--- config.mk ---
export PLATFORM = sky130hd
export DESIGN_NAME = debug_port_system_status_ctrl
export DESIGN_NICKNAME = d
export VERILOG_FILES = /design/src/verilog/dbg_status_pkg.sv /design/src/verilog/dbg_sync_if.sv /design/src/verilog/status_sync.sv /design/src/verilog/debug_port_system_status_ctrl.sv
export SDC_FILE = /design/constraint.sdc
export NUM_CORES = 1
export LEC_CHECK = 0
export BUFFER_PORTS_ARGS = -buffer_cell sky130_fd_sc_hd__buf_2
export CORE_AREA = 8 8 68 70
export CTS_CLUSTER_SIZE = 16
export DETAILED_ROUTE_END_ITERATION = 8
export DIE_AREA = 0 0 76 78
export HOLD_SLACK_MARGIN = 0.15
export PLACE_DENSITY_LB_ADDON = 0.15
export SYNTH_ARGS = -nofsm -noshare
export SYNTH_HDL_FRONTEND = slang
export SYNTH_SLANG_ARGS = --single-unit
--- constraint.sdc ---
create_clock -name mclk -period 3.45 [get_ports mclk]
set_input_delay 0.1725 -clock mclk [delete_from_list [all_inputs] [get_ports mclk]]
set_output_delay 0.1725 -clock mclk [all_outputs]
set_load 0.1 [all_outputs]
--- src/verilog/dbg_status_pkg.sv ---
/*
  Constants for the debug port system control and status block: register
  offsets, field positions, reset values, codes and timing.
  Assumes a simple byte-wide register port driven by the access layer.
*/
package dbg_status_pkg;
  localparam logic [3:0] OFS_PORT_CLOCK_CONTROL = 4'h9;
  localparam logic [3:0] OFS_SYSTEM_CONTROL_A = 4'hA;
  localparam logic [3:0] OFS_SYSTEM_STATUS = 4'hB;
  localparam logic [3:0] OFS_CRC_STATUS = 4'hC;
  localparam logic [3:0] OFS_RESET_REQUEST = 4'h8;
  localparam logic [1:0] DIV_32MHZ = 2'h0;
  localparam logic [1:0] DIV_16MHZ = 2'h1;
  localparam logic [1:0] DIV_8MHZ = 2'h2;
  localparam logic [1:0] DIV_4MHZ = 2'h3;
  localparam logic [1:0] DIV_RESET = DIV_4MHZ;
  localparam logic [7:0] RESET_CODE_HOLD = 8'h59;
  localparam logic [7:0] RESET_CODE_RUN = 8'h00;
  localparam int CTRL_SYSTEM_CLOCK_REQUEST_BIT = 0;
  localparam int CTRL_USER_ROW_DONE_BIT = 1;
  localparam int ST_LOCK_BIT = 0;
  localparam int ST_BOOT_BIT = 1;
  localparam int ST_USER_ROW_PROGRAM_START_BIT = 2;
  localparam int ST_NVM_PROGRAM_START_BIT = 3;
  localparam int ST_SLEEP_BIT = 4;
  localparam int ST_SYSTEM_RESET_ACTIVE_BIT = 5;
  localparam int ST_ERASE_FAILED_FLAG_BIT = 6;
  localparam int ST_BOOT_DONE_OR_ERASE_FAILED_BIT = 7;
  localparam logic [7:0] STATUS_RESET = 8'h01;
  localparam logic [2:0] CRC_OFF = 3'h0;
  localparam logic [2:0] CRC_BUSY = 3'h1;
  localparam logic [2:0] CRC_GOOD = 3'h2;
  localparam logic [2:0] CRC_FAIL = 3'h4;
  localparam int ROOT_CLOCK_MHZ = 32;
  localparam int MCLK_MHZ = 125;
  localparam logic [2:0] SYNC_SETTLE_CYCLES = 3'h4;
endpackage : dbg_status_pkg

--- src/verilog/dbg_sync_if.sv ---
/*
  Bundle of synchronised system-domain status levels passed from the
  input synchroniser to the register block.
  Assumes both ends run on mclk.
*/
`timescale 1ns/100ps
interface dbg_sync_if;
  logic sysInReset;
  logic sysSleeping;
  logic boot_sequence_done;
  logic eraseFailEvt;
  logic nvmLocked;
  logic nvm_program_start;
  logic user_row_program_start;
  modport source (output sysInReset, sysSleeping, boot_sequence_done, eraseFailEvt, nvmLocked, nvm_program_start, user_row_program_start);
  modport sink (input sysInReset, sysSleeping, boot_sequence_done, eraseFailEvt, nvmLocked, nvm_program_start, user_row_program_start);
endinterface : dbg_sync_if

--- src/verilog/status_sync.sv ---
/*
  Three-stage synchronisers for system-domain status levels; a level is
  accepted once stages two and three agree.
  Assumes inputs are asynchronous to mclk.
*/
`timescale 1ns/100ps
module status_sync
#(
  parameter int WIDTH = 7
)
(
  input wire logic mclk,
  input wire logic resetn,
  input wire logic [WIDTH-1:0] rawIn,
  output logic [WIDTH-1:0] syncOut
);
  logic [WIDTH-1:0] stage1;
  logic [WIDTH-1:0] stage2;
  logic [WIDTH-1:0] stage3;
  logic [WIDTH-1:0] next_syncOut;

  // =====================================================
  // filter: hold the old value while the two stages differ
  always_comb
  begin
    next_syncOut = syncOut;
    for (int i = 0; i < WIDTH; i++)
    begin
      if (stage2[i] == stage3[i])
        next_syncOut[i] = stage3[i];
    end
  end

  always_ff @(posedge mclk or negedge resetn)
  begin
    if (!resetn)
    begin
      stage1 <= '0;
      stage2 <= '0;
      stage3 <= '0;
      syncOut <= '0;
    end
    else
    begin
      stage1 <= rawIn;
      stage2 <= stage1;
      stage3 <= stage2;
      syncOut <= next_syncOut;
    end
  end
endmodule : status_sync

--- src/verilog/debug_port_system_status_ctrl.sv ---
/*
  System-side control and status registers of the debug port access layer:
  clock divider, system clock request, user row handshake, reset request,
  system status and CRC status.
  Assumes a byte register port from the access layer, level status inputs
  from the system domain (asynchronous) and CRC status from mclk logic.
*/
`timescale 1ns/100ps
module debug_port_system_status_ctrl
  import dbg_status_pkg::*;
(
  input wire logic mclk,
  input wire logic resetn,
  input wire logic portEnable,
  input wire logic userRowKeyOk,
  input wire logic regWrite,
  input wire logic regRead,
  input wire logic [3:0] regAddr,
  input wire logic [7:0] regWdata,
  output logic [7:0] regRdata,
  input wire logic sysResetIn,
  input wire logic sysSleepIn,
  input wire logic bootDoneIn,
  input wire logic eraseFailIn,
  input wire logic nvmLockedIn,
  input wire logic progStartIn,
  input wire logic urowStartIn,
  input wire logic [2:0] crcState,
  output logic [1:0] debugClockDividerSelect,
  output logic systemClockRequest,
  output logic userRowDoneStart,
  output logic systemResetHold,
  output logic accessGranted
);
  dbg_sync_if syncBus ();

  status_sync #(.WIDTH(7)) uSync
  (
    .mclk(mclk),
    .resetn(resetn),
    .rawIn({urowStartIn, progStartIn, nvmLockedIn, eraseFailIn, bootDoneIn, sysSleepIn, sysResetIn}),
    .syncOut({syncBus.user_row_program_start, syncBus.nvm_program_start, syncBus.nvmLocked, syncBus.eraseFailEvt,
      syncBus.boot_sequence_done, syncBus.sysSleeping, syncBus.sysInReset})
  );

  // =====================================================
  // register state
  logic portEnableQ;
  logic eraseFailed;
  logic sysRstFlag;
  logic lockFlag;
  logic [2:0] crcReg;
  logic [1:0] next_div;
  logic next_system_clock_request;
  logic next_user_row_done;
  logic next_rstHold;
  logic next_eraseFailed;
  logic next_sysRstFlag;
  logic next_lockFlag;
  logic [2:0] next_crcReg;
  logic [7:0] next_rdata;
  logic next_access;
  logic [7:0] statusVal;
  logic [2:0] settleCnt;
  logic [2:0] next_settleCnt;

  function automatic logic hit(input logic [3:0] a, input logic [3:0] ofs);
    hit = (a == ofs);
  endfunction : hit

  always_comb
  begin
    statusVal = 8'h00;
    statusVal[ST_BOOT_DONE_OR_ERASE_FAILED_BIT] = eraseFailed | syncBus.boot_sequence_done;
    statusVal[ST_ERASE_FAILED_FLAG_BIT] = eraseFailed;
    statusVal[ST_SYSTEM_RESET_ACTIVE_BIT] = sysRstFlag;
    statusVal[ST_SLEEP_BIT] = syncBus.sysSleeping;
    statusVal[ST_NVM_PROGRAM_START_BIT] = syncBus.nvm_program_start;
    statusVal[ST_USER_ROW_PROGRAM_START_BIT] = syncBus.user_row_program_start;
    statusVal[ST_BOOT_BIT] = syncBus.boot_sequence_done;
    statusVal[ST_LOCK_BIT] = lockFlag;
  end

  // =====================================================
  // next-state logic
  always_comb
  begin
    next_div = debugClockDividerSelect;
    next_system_clock_request = systemClockRequest;
    next_user_row_done = 1'b0;
    next_rstHold = systemResetHold;
    next_eraseFailed = eraseFailed;
    next_sysRstFlag = sysRstFlag;
    next_lockFlag = lockFlag;
    next_settleCnt = settleCnt;
    next_crcReg = crcReg;
    next_rdata = regRdata;
    next_access = syncBus.boot_sequence_done;
    if (regWrite && hit(regAddr, OFS_PORT_CLOCK_CONTROL))
      next_div = regWdata[1:0];
    if (regWrite && hit(regAddr, OFS_SYSTEM_CONTROL_A))
    begin
      next_system_clock_request = regWdata[CTRL_SYSTEM_CLOCK_REQUEST_BIT];
      // the pulse fires only while userRowKeyOk is set, so writes without the key leave it low
      if (userRowKeyOk)
        next_user_row_done = regWdata[CTRL_USER_ROW_DONE_BIT];
    end
    if (regWrite && hit(regAddr, OFS_RESET_REQUEST))
    begin
      if (regWdata == RESET_CODE_HOLD)
        next_rstHold = 1'b1;
      else if (regWdata == RESET_CODE_RUN)
        next_rstHold = 1'b0;
    end
    if (portEnable && !portEnableQ)
    begin
      next_div = DIV_RESET;
      next_system_clock_request = 1'b1;
    end
    if (regRead && hit(regAddr, OFS_SYSTEM_STATUS))
      next_sysRstFlag = 1'b0;
    // set wins over the read clear
    if (syncBus.sysInReset || systemResetHold)
      next_sysRstFlag = 1'b1;
    if (syncBus.sysInReset || systemResetHold)
      next_eraseFailed = 1'b0;
    else if (syncBus.eraseFailEvt)
      next_eraseFailed = 1'b1;
    // the synchroniser comes out of reset empty; the lock flag keeps its reset
    // value until the input has had time to arrive, so a locked part never reads unlocked
    if (settleCnt != SYNC_SETTLE_CYCLES)
      next_settleCnt = settleCnt + 3'h1;
    else
      next_lockFlag = syncBus.nvmLocked;
    unique case (crcState)
      CRC_OFF, CRC_BUSY, CRC_GOOD, CRC_FAIL: next_crcReg = crcState;
      default: next_crcReg = crcReg;
    endcase
    if (regRead)
    begin
      if (hit(regAddr, OFS_PORT_CLOCK_CONTROL))
        next_rdata = {6'h00, debugClockDividerSelect};
      else if (hit(regAddr, OFS_SYSTEM_CONTROL_A))
        next_rdata = {7'h00, systemClockRequest};
      else if (hit(regAddr, OFS_SYSTEM_STATUS))
        next_rdata = statusVal;
      else if (hit(regAddr, OFS_CRC_STATUS))
        next_rdata = {5'h00, crcReg};
      else if (hit(regAddr, OFS_RESET_REQUEST))
        next_rdata = systemResetHold ? RESET_CODE_HOLD : RESET_CODE_RUN;
      else
        next_rdata = 8'h00;
    end
  end

  // =====================================================
  // registers; the port reset is independent of the system reset hold
  always_ff @(posedge mclk or negedge resetn)
  begin
    if (!resetn)
    begin
      portEnableQ <= 1'b0;
      debugClockDividerSelect <= DIV_RESET;
      systemClockRequest <= 1'b0;
      userRowDoneStart <= 1'b0;
      systemResetHold <= 1'b0;
      eraseFailed <= 1'b0;
      sysRstFlag <= 1'b0;
      lockFlag <= STATUS_RESET[ST_LOCK_BIT];
      settleCnt <= 3'h0;
      crcReg <= CRC_OFF;
      regRdata <= 8'h00;
      accessGranted <= 1'b0;
    end
    else
    begin
      portEnableQ <= portEnable;
      debugClockDividerSelect <= next_div;
      systemClockRequest <= next_system_clock_request;
      userRowDoneStart <= next_user_row_done;
      systemResetHold <= next_rstHold;
      eraseFailed <= next_eraseFailed;
      sysRstFlag <= next_sysRstFlag;
      lockFlag <= next_lockFlag;
      settleCnt <= next_settleCnt;
      crcReg <= next_crcReg;
      regRdata <= next_rdata;
      accessGranted <= next_access;
    end
  end

  // =====================================================
  // checks
  a_urow_key_gate: assert property (@(posedge mclk) disable iff (!resetn)
    (regWrite && hit(regAddr, OFS_SYSTEM_CONTROL_A) && !userRowKeyOk) |=> !userRowDoneStart)
    else $error("user row done fired without key");
  a_urow_start: assert property (@(posedge mclk) disable iff (!resetn)
    (regWrite && hit(regAddr, OFS_SYSTEM_CONTROL_A) && userRowKeyOk && regWdata[CTRL_USER_ROW_DONE_BIT])
    |=> userRowDoneStart ##1 (!userRowDoneStart
    || $past(regWrite && hit(regAddr, OFS_SYSTEM_CONTROL_A) && userRowKeyOk && regWdata[CTRL_USER_ROW_DONE_BIT])))
    else $error("user row done pulse wrong");
  a_enable_system_clock_request: assert property (@(posedge mclk) disable iff (!resetn)
    (portEnable && !portEnableQ) |=> systemClockRequest && debugClockDividerSelect == DIV_4MHZ)
    else $error("enable did not set clock request and divider");
  a_system_clock_request_write: assert property (@(posedge mclk) disable iff (!resetn)
    (regWrite && hit(regAddr, OFS_SYSTEM_CONTROL_A) && !(portEnable && !portEnableQ))
    |=> systemClockRequest == $past(regWdata[CTRL_SYSTEM_CLOCK_REQUEST_BIT]))
    else $error("clock request not written");
  a_div_write: assert property (@(posedge mclk) disable iff (!resetn)
    (regWrite && hit(regAddr, OFS_PORT_CLOCK_CONTROL) && !(portEnable && !portEnableQ))
    |=> debugClockDividerSelect == $past(regWdata[1:0]))
    else $error("divider not written");
  a_reset_hold: assert property (@(posedge mclk) disable iff (!resetn)
    (regWrite && hit(regAddr, OFS_RESET_REQUEST) && regWdata == RESET_CODE_HOLD)
    |=> systemResetHold ##1 sysRstFlag && !eraseFailed)
    else $error("reset request not held");
  a_system_reset_active_read: assert property (@(posedge mclk) disable iff (!resetn)
    (regRead && hit(regAddr, OFS_SYSTEM_STATUS) && !syncBus.sysInReset && !systemResetHold) |=> !sysRstFlag)
    else $error("reset flag not cleared on read");
  a_boot_done_or_erase_failed_or: assert property (@(posedge mclk) disable iff (!resetn)
    (regRead && hit(regAddr, OFS_SYSTEM_STATUS))
    |=> regRdata[ST_BOOT_DONE_OR_ERASE_FAILED_BIT] == ($past(eraseFailed) | $past(syncBus.boot_sequence_done)))
    else $error("status bit 7 not the or");
  a_crc_onehot: assert property (@(posedge mclk) disable iff (!resetn)
    $onehot0(crcReg))
    else $error("crc status not one-hot");

  // =====================================================
  // control and reset request checks
  a_urow_idle: assert property (@(posedge mclk) disable iff (!resetn)
    !(regWrite && hit(regAddr, OFS_SYSTEM_CONTROL_A) && userRowKeyOk)
    |=> !userRowDoneStart)
    else $error("user row done pulse without a keyed write");
  a_system_clock_request_hold: assert property (@(posedge mclk) disable iff (!resetn)
    !(regWrite && hit(regAddr, OFS_SYSTEM_CONTROL_A)) && !(portEnable && !portEnableQ)
    |=> $stable(systemClockRequest))
    else $error("clock request changed without a write");
  a_div_hold: assert property (@(posedge mclk) disable iff (!resetn)
    !(regWrite && hit(regAddr, OFS_PORT_CLOCK_CONTROL)) && !(portEnable && !portEnableQ)
    |=> $stable(debugClockDividerSelect))
    else $error("divider changed without a write");
  a_hold_release: assert property (@(posedge mclk) disable iff (!resetn)
    (regWrite && hit(regAddr, OFS_RESET_REQUEST) && regWdata == RESET_CODE_RUN)
    |=> !systemResetHold)
    else $error("reset request not released");
  a_hold_other: assert property (@(posedge mclk) disable iff (!resetn)
    !(regWrite && hit(regAddr, OFS_RESET_REQUEST) && (regWdata == RESET_CODE_HOLD || regWdata == RESET_CODE_RUN))
    |=> $stable(systemResetHold))
    else $error("reset request moved on a reserved code");
  a_system_reset_active_set: assert property (@(posedge mclk) disable iff (!resetn)
    (syncBus.sysInReset || systemResetHold)
    |=> sysRstFlag)
    else $error("reset flag not set during reset");
  a_erase_clear: assert property (@(posedge mclk) disable iff (!resetn)
    (syncBus.sysInReset || systemResetHold)
    |=> !eraseFailed)
    else $error("erase failed flag not cleared by reset");
  a_erase_set: assert property (@(posedge mclk) disable iff (!resetn)
    (syncBus.eraseFailEvt && !syncBus.sysInReset && !systemResetHold)
    |=> eraseFailed)
    else $error("erase failed flag not set");

  // =====================================================
  // status and readback checks
  a_lock_settle: assert property (@(posedge mclk) disable iff (!resetn)
    (settleCnt != SYNC_SETTLE_CYCLES)
    |=> lockFlag)
    else $error("lock flag left its reset value too early");
  a_lock_follow: assert property (@(posedge mclk) disable iff (!resetn)
    (settleCnt == SYNC_SETTLE_CYCLES)
    |=> lockFlag == $past(syncBus.nvmLocked))
    else $error("lock flag does not follow the lock input");
  a_access_open: assert property (@(posedge mclk) disable iff (!resetn)
    syncBus.boot_sequence_done
    |=> accessGranted)
    else $error("access not granted after boot");
  a_access_closed: assert property (@(posedge mclk) disable iff (!resetn)
    !syncBus.boot_sequence_done
    |=> !accessGranted)
    else $error("access granted before boot");
  a_crc_follow: assert property (@(posedge mclk) disable iff (!resetn)
    $onehot0(crcState)
    |=> crcReg == $past(crcState))
    else $error("crc status does not follow a legal code");
  a_crc_reserved: assert property (@(posedge mclk) disable iff (!resetn)
    !$onehot0(crcState)
    |=> $stable(crcReg))
    else $error("crc status took a reserved code");
  a_ctrl_unused: assert property (@(posedge mclk) disable iff (!resetn)
    (regRead && hit(regAddr, OFS_SYSTEM_CONTROL_A))
    |=> regRdata[7:1] == 7'h00)
    else $error("control unused bits not zero");
  a_crc_unused: assert property (@(posedge mclk) disable iff (!resetn)
    (regRead && hit(regAddr, OFS_CRC_STATUS))
    |=> regRdata[7:3] == 5'h00)
    else $error("crc status unused bits not zero");
  a_sleep_read: assert property (@(posedge mclk) disable iff (!resetn)
    (regRead && hit(regAddr, OFS_SYSTEM_STATUS))
    |=> regRdata[ST_SLEEP_BIT] == $past(syncBus.sysSleeping))
    else $error("sleep flag readback wrong");
  a_start_read: assert property (@(posedge mclk) disable iff (!resetn)
    (regRead && hit(regAddr, OFS_SYSTEM_STATUS))
    |=> regRdata[ST_NVM_PROGRAM_START_BIT] == $past(syncBus.nvm_program_start) && regRdata[ST_USER_ROW_PROGRAM_START_BIT] == $past(syncBus.user_row_program_start))
    else $error("programming start flags readback wrong");
endmodule : debug_port_system_status_ctrl

# Yosys cells after proc, flatten, opt, wreduce, memory -nomap -nowiden
# Cells that the tools add are included.
# word_totals
out_inout_bits	14
in_bits	28
elab_cells	75
regBits	52
# classes
n_addsub	1
mux	18
n_reduce_logical	16
bitwise_logic	1
eq_ne	17
# ops
cell	n
two-way mux 8 bit	3
two-way mux 7 bit	3
== test 4 bit (second input constant)	5
two-way mux 1 bit	10
nonzero test 2 bit	5
== test 8 x 7 -> 1 bit (second input constant)	1
zero test 8 bit	1
== test 1 bit	7
logical AND 1 bit	5
two-way mux 2 bit	2
OR reduction 4 bit	1
adder 3 x 1 -> 3 bit (second input constant)	1
== test 3 x 1 -> 1 bit (second input constant)	1
== test 3 x 2 -> 1 bit (second input constant)	1
== test 3 bit (second input constant)	1
zero test 3 bit	1
!= test 3 bit (second input constant)	1
AND reduction 2 bit	1
zero test 1 bit	1
logical OR 1 bit	1
OR 1 bit	1

# Longest topological paths before layout
# logic_depth
ltp_word	6
mapped_depth	5
ltp_nobuf	5

# Cells and area by module
# Synthesis repeated with hierarchy kept, for this count alone.
# hier_totals
cells_unflattened	143
hier_area_um2	1943.1
# by_module_without_submodules
module	seq_area_each_um2	area_each_um2	cells_each	instances
debug_port_system_status_ctrl	604.3	1163.6	108	1
status_sync	700.7	779.5	35	1

# Worst setup path before layout
# OpenSTA, ideal clock, no wires.
# synth_path
kind	reg-to-reg
start	register systemResetHold
end	register regRdata[0]
period_less_slack_ns	1.572
t_arrival_ns	1.493
path_stages_with_launch	4
path_slack_ns	1.878
path_buffers	0
setup_ns	0.079
path_cell_list	dfrtp_1 > nor4b_1 > o311ai_1 > a21oi_1
# synth_between
elab_chain_cells	6
# synth_rtl
item	line	text
start: declaration	debug_port_system_status_ctrl.sv:32	output logic systemResetHold,
start signal: assignment	debug_port_system_status_ctrl.sv:181	systemResetHold <= next_rstHold;
two-way mux 7 bit	debug_port_system_status_ctrl.sv:150	next_rdata = systemResetHold ? RESET_CODE_HOLD : RESET_CODE_RUN;
two-way mux 7 bit	debug_port_system_status_ctrl.sv:149	else if (hit(regAddr, OFS_RESET_REQUEST))
two-way mux 7 bit	debug_port_system_status_ctrl.sv:147	else if (hit(regAddr, OFS_CRC_STATUS))
two-way mux 8 bit	debug_port_system_status_ctrl.sv:145	else if (hit(regAddr, OFS_SYSTEM_STATUS))
two-way mux 8 bit	debug_port_system_status_ctrl.sv:143	else if (hit(regAddr, OFS_SYSTEM_CONTROL_A))
two-way mux 8 bit	debug_port_system_status_ctrl.sv:141	if (hit(regAddr, OFS_PORT_CLOCK_CONTROL))
end signal: assignment	debug_port_system_status_ctrl.sv:187	regRdata <= next_rdata;
end: declaration	debug_port_system_status_ctrl.sv:20	output logic [7:0] regRdata,
# No other way between the ends.
# A chain may end at the register's enable or synchronous reset.

# Worst setup path after layout
# layout_path
start	input port regWdata[0]
end	register systemResetHold
# layout_between
elab_chain_cells	3
# layout_rtl
item	line	text
start: declaration	debug_port_system_status_ctrl.sv:19	input wire logic [7:0] regWdata,
== test 8 x 7 -> 1 bit or zero test 8 bit (tied branches)	debug_port_system_status_ctrl.sv:110, debug_port_system_status_ctrl.sv:112	
nonzero test 2 bit (no source line)	n/a	
AND reduction 2 bit (no source line)	n/a	
# Several ways; a longest one is shown, not always the timed one.

==> flow_metrics.py <==
metrics = {
    "setup_path": {
        "r2r_setup_slack_ns": 2.12,
        "end_kind": "register",
        "rr_endpoint": "systemResetHold",
        "crit_buf_inv": 3,
        "crit_slowest_cell": "dlygate4sd3_1",
        "path_cells": "dlygate4sd3_1 > buf_2 > or4_1 > o21ai_0 > o21ai_0 > dlygate4sd3_1",
        "cp-start-kind": "input pin",
        "crit_required_ns": 3.72,
        "critPathTopFamily": "buffers and inverters",
        "rr_startpoint": "systemResetHold",
        "cpPeakStageDelay_ns": 0.57,
        "critPathKind": "input pin to register",
        "crit_arrival_ns": 2.20,
        "cp_max_fo": 4,
        "worstRegToRegCells": 3,
    },
    "clock_tree": {
        "cts-resized-gates": 0,
        "cts_max_level": 2,
        "cts_tree": "built",
        "clockRootBuffer": "clkbuf_4",
        "clock-sinks": 52,
        "cts_setup_buffers": 0,
        "cts.clk_slew.worst_paths_ns": 0.15,
        "hold_buffers": 19,
        "cts_buffers": 5,
        "clockBufferDepth": 2,
        "clk_latency_ns": 0.37,
    },
    "place": {
        "io_buffers": 41,
        "hpwl_microns": 2650,
        "gp_congestion": 0.8282,
    },
    "synthesis": {
        "yosysWarningCount": 0,
        "synth_cells": 154,
        "syn-num-nets": 184,
        "syn_avg_cell_area_sq_um": 12.64,
        "netlist_area_sq_um": 1947,
        "ys_seq_area_share_pct": 67.03,
        "synth.distinct_cells": 38,
        "ys_ff_latch": 52,
    },
    "floorplan": {
        "core_area_sq_um": 3551,
        "rows": 22,
        "dieHeight_microns": 78,
        "pin_count": 42,
        "start_util_pct": 54.83,
        "die_area_sq_um": 5928,
        "die_w_microns": 76,
    },
    "finish": {
        "fin_nets": 247,
        "seqCellArea_sq_um": 1305,
        "final_common_cell": "dfrtp_1",
        "fillers": 268,
        "drive_gt1_share_pct": 25.69,
        "syn_to_final_growth_pct": 24.81,
        "diodes": 0,
        "final_cell_mix": "49 x dfrtp_1, 41 x buf_2, 19 x dlygate4sd3_1, 13 x nand2_1, 11 x nor2_1",
        "multiInputGateArea_sq_um": 574.3,
    },
    "timing": {
        "finalMaxSlewViolations": 0,
        "skew_ns": 0.01186,
        "period_share_pct": 55.88,
        "worst_pin_slew_ns": 1.086,
        "setup_violations": 0,
        "max_clock_freq_ghz": 0.5187,
        "finalHoldViolCount": 0,
        "rsz0062_at_grt": "false",
        "final.min_clock_period_ns": 1.928,
        "fin_tns_setup_ns": 0,
        "maxSlewHeadroom_pct": 27.57,
    },
    "grt": {
        "grt.met3_usage_pct": 5.991,
        "met1_usage_pct": 14.54,
        "first_global_vias": 1516,
        "grt_max_degree": 53,
        "grt_pass1_wl_microns": 6561,
        "busiest_layer": "met2",
        "grt.overflow.total": 0,
        "grt_use_met2_pct": 21.94,
        "antenna_found_initial": 0,
        "grt.total_usage_pct": 13.37,
    },
    "hold_path": {
        "min_from": "crcState[0]",
        "hold_class": "input pin to register",
        "whs_path_depth": 3,
        "whs_endpoint": "crcReg[2]",
    },
    "pwr": {
        "vdd_drop_max_uv": 337.8,
        "power_density_nw_per_um2": 450.0,
        "power.total_mw": 1.093,
        "leakagePower_nw": 1.107,
    },
    "route": {
        "route.vias.total": 1393,
        "final_antenna_net_count": 0,
        "via_per_inst": 5.237,
        "finalWirelength_microns": 3752,
        "route.detailed.drc": 0,
        "routedWlPerCell_microns": 14.11,
        "first_pass_iters": 4,
        "initialDrtViolationCount": 107,
    },
    "run_status": {
        "status": "complete, no violations",
    },
    "run": {
        "cap_violations": 0,
    },
}
-- cells by family after synthesis --
kind of cell               after synthesis  synth area share [%]
buffers and inverters                   14                 3.470
xor gates and xnor gates                 1                0.4500
adders and majority gates                9                 4.884
muxes                                    3                 1.607
AOI/OAI and AO/OA                       27                 9.062
DFF                                     52                 67.03
and+or+nand+nor                         48                 13.50
-- tightest hold or removal path: stages --
cell and delay (ns):
buf_2 0.13, nor2_1 0.09, a22o_1 0.12
-- metrics by stage --
stage | util (%) | hold slack [ns] | cell area (sq um) | setup slack, ns | instances
2_1_floorplan | - | -0.1231 | 1947 | 1.878 | 154
3_3_place_gp | 61.45 | 0.2802 | 2182 | 2.288 | 239
3_5_place_dp | 61.45 | 0.2818 | 2182 | 2.233 | 239
4_1_cts | 68.43 | 0.1652 | 2430 | 1.566 | 266
5_1_grt | 68.43 | 0.1796 | 2430 | 1.452 | 266
6_report | 68.43 | 0.1755 | 2430 | 1.522 | 266
-- layout make-up --
| cell class | count | area share [%] |
|---|---|---|
| Tap cell | 48 | 2.472 |
| Clock inverter | 2 | 0.6694 |
| Clock buffer | 6 | 1.699 |
| Timing Repair Buffer | 60 | 16.27 |
| Inverter | 10 | 1.545 |
| Sequential cell | 52 | 53.71 |
| Multi-Input combinational cell | 88 | 23.64 |
-- registers in the layout, indices dropped and copies added (netlist names) --
signal	count
lockFlag	1
eraseFailed	1
settleCnt	3
uSync.stage3	7
regRdata	8
debugClockDividerSelect	2
systemResetHold	1
accessGranted	1
systemClockRequest	1
crcReg	3
sysRstFlag	1
uSync.stage2	7
userRowDoneStart	1
uSync.syncOut	7
portEnableQ	1
uSync.stage1	7
-- per-layer routing --
metal	routed length (microns)	share of wire, %	vias to the layer above
met5	0	0	-
met4	98	2.6	0
met3	268	7.1	10
met2	1791	48	42
met1	1593	42	682
li1	-	-	659
-- Yosys cell counts, drive strengths merged --
cell	number	area (sq um)
a21oi	2	10.01
nand3b	3	22.52
buf	3	26.27
a22o	2	17.52
a21o	3	22.52
nor2	12	47.55
or4	1	7.510
and3	3	23.77
o22ai	6	37.54
nor2b	1	13.76
o311ai	1	8.760
a211o	1	8.760
nand2b	3	18.77
dfstp	3	78.83
xnor2	1	8.760
nand2	13	48.80
nor3b	3	27.52
mux2i	2	20.02
maj3	7	70.07
inv	10	37.54
nor3	1	5.000
nor4	1	6.260
nand4	2	12.51
a31oi	2	12.51
nor4b	1	8.760
o32ai	1	8.760
clkbuf	1	3.750
o21ai	7	35.03
a21boi	1	7.510
ha	2	25.02
mux2	1	11.26
dfrtp	49	1226
o211ai	1	7.510
nand3	4	20.02
-- power by group --
group / leakage, nW / switching [mW] / internal, mW
Combinational: 0.455 / 0.107 / 0.0533
Sequential: 0.623 / 0.0197 / 0.647
Clock: 0.0284 / 0.185 / 0.0814
Total: 1.11 / 0.312 / 0.782
-- how the worst max path moves through the flow --
stage                          from            endpoint  slack [ns]  cells after the start
floorplan           systemResetHold         regRdata[0]        1.88                      3
global placement         regAddr[2]  systemClockRequest        2.29                      5
detailed placement       regAddr[2]  systemClockRequest        2.23                      5
CTS                     regWdata[0]     systemResetHold        1.57                      6
global route            regWdata[1]     systemResetHold        1.45                      7
finish                  regWdata[0]     systemResetHold        1.52                      6
Power figures use the tool's default switching activity.
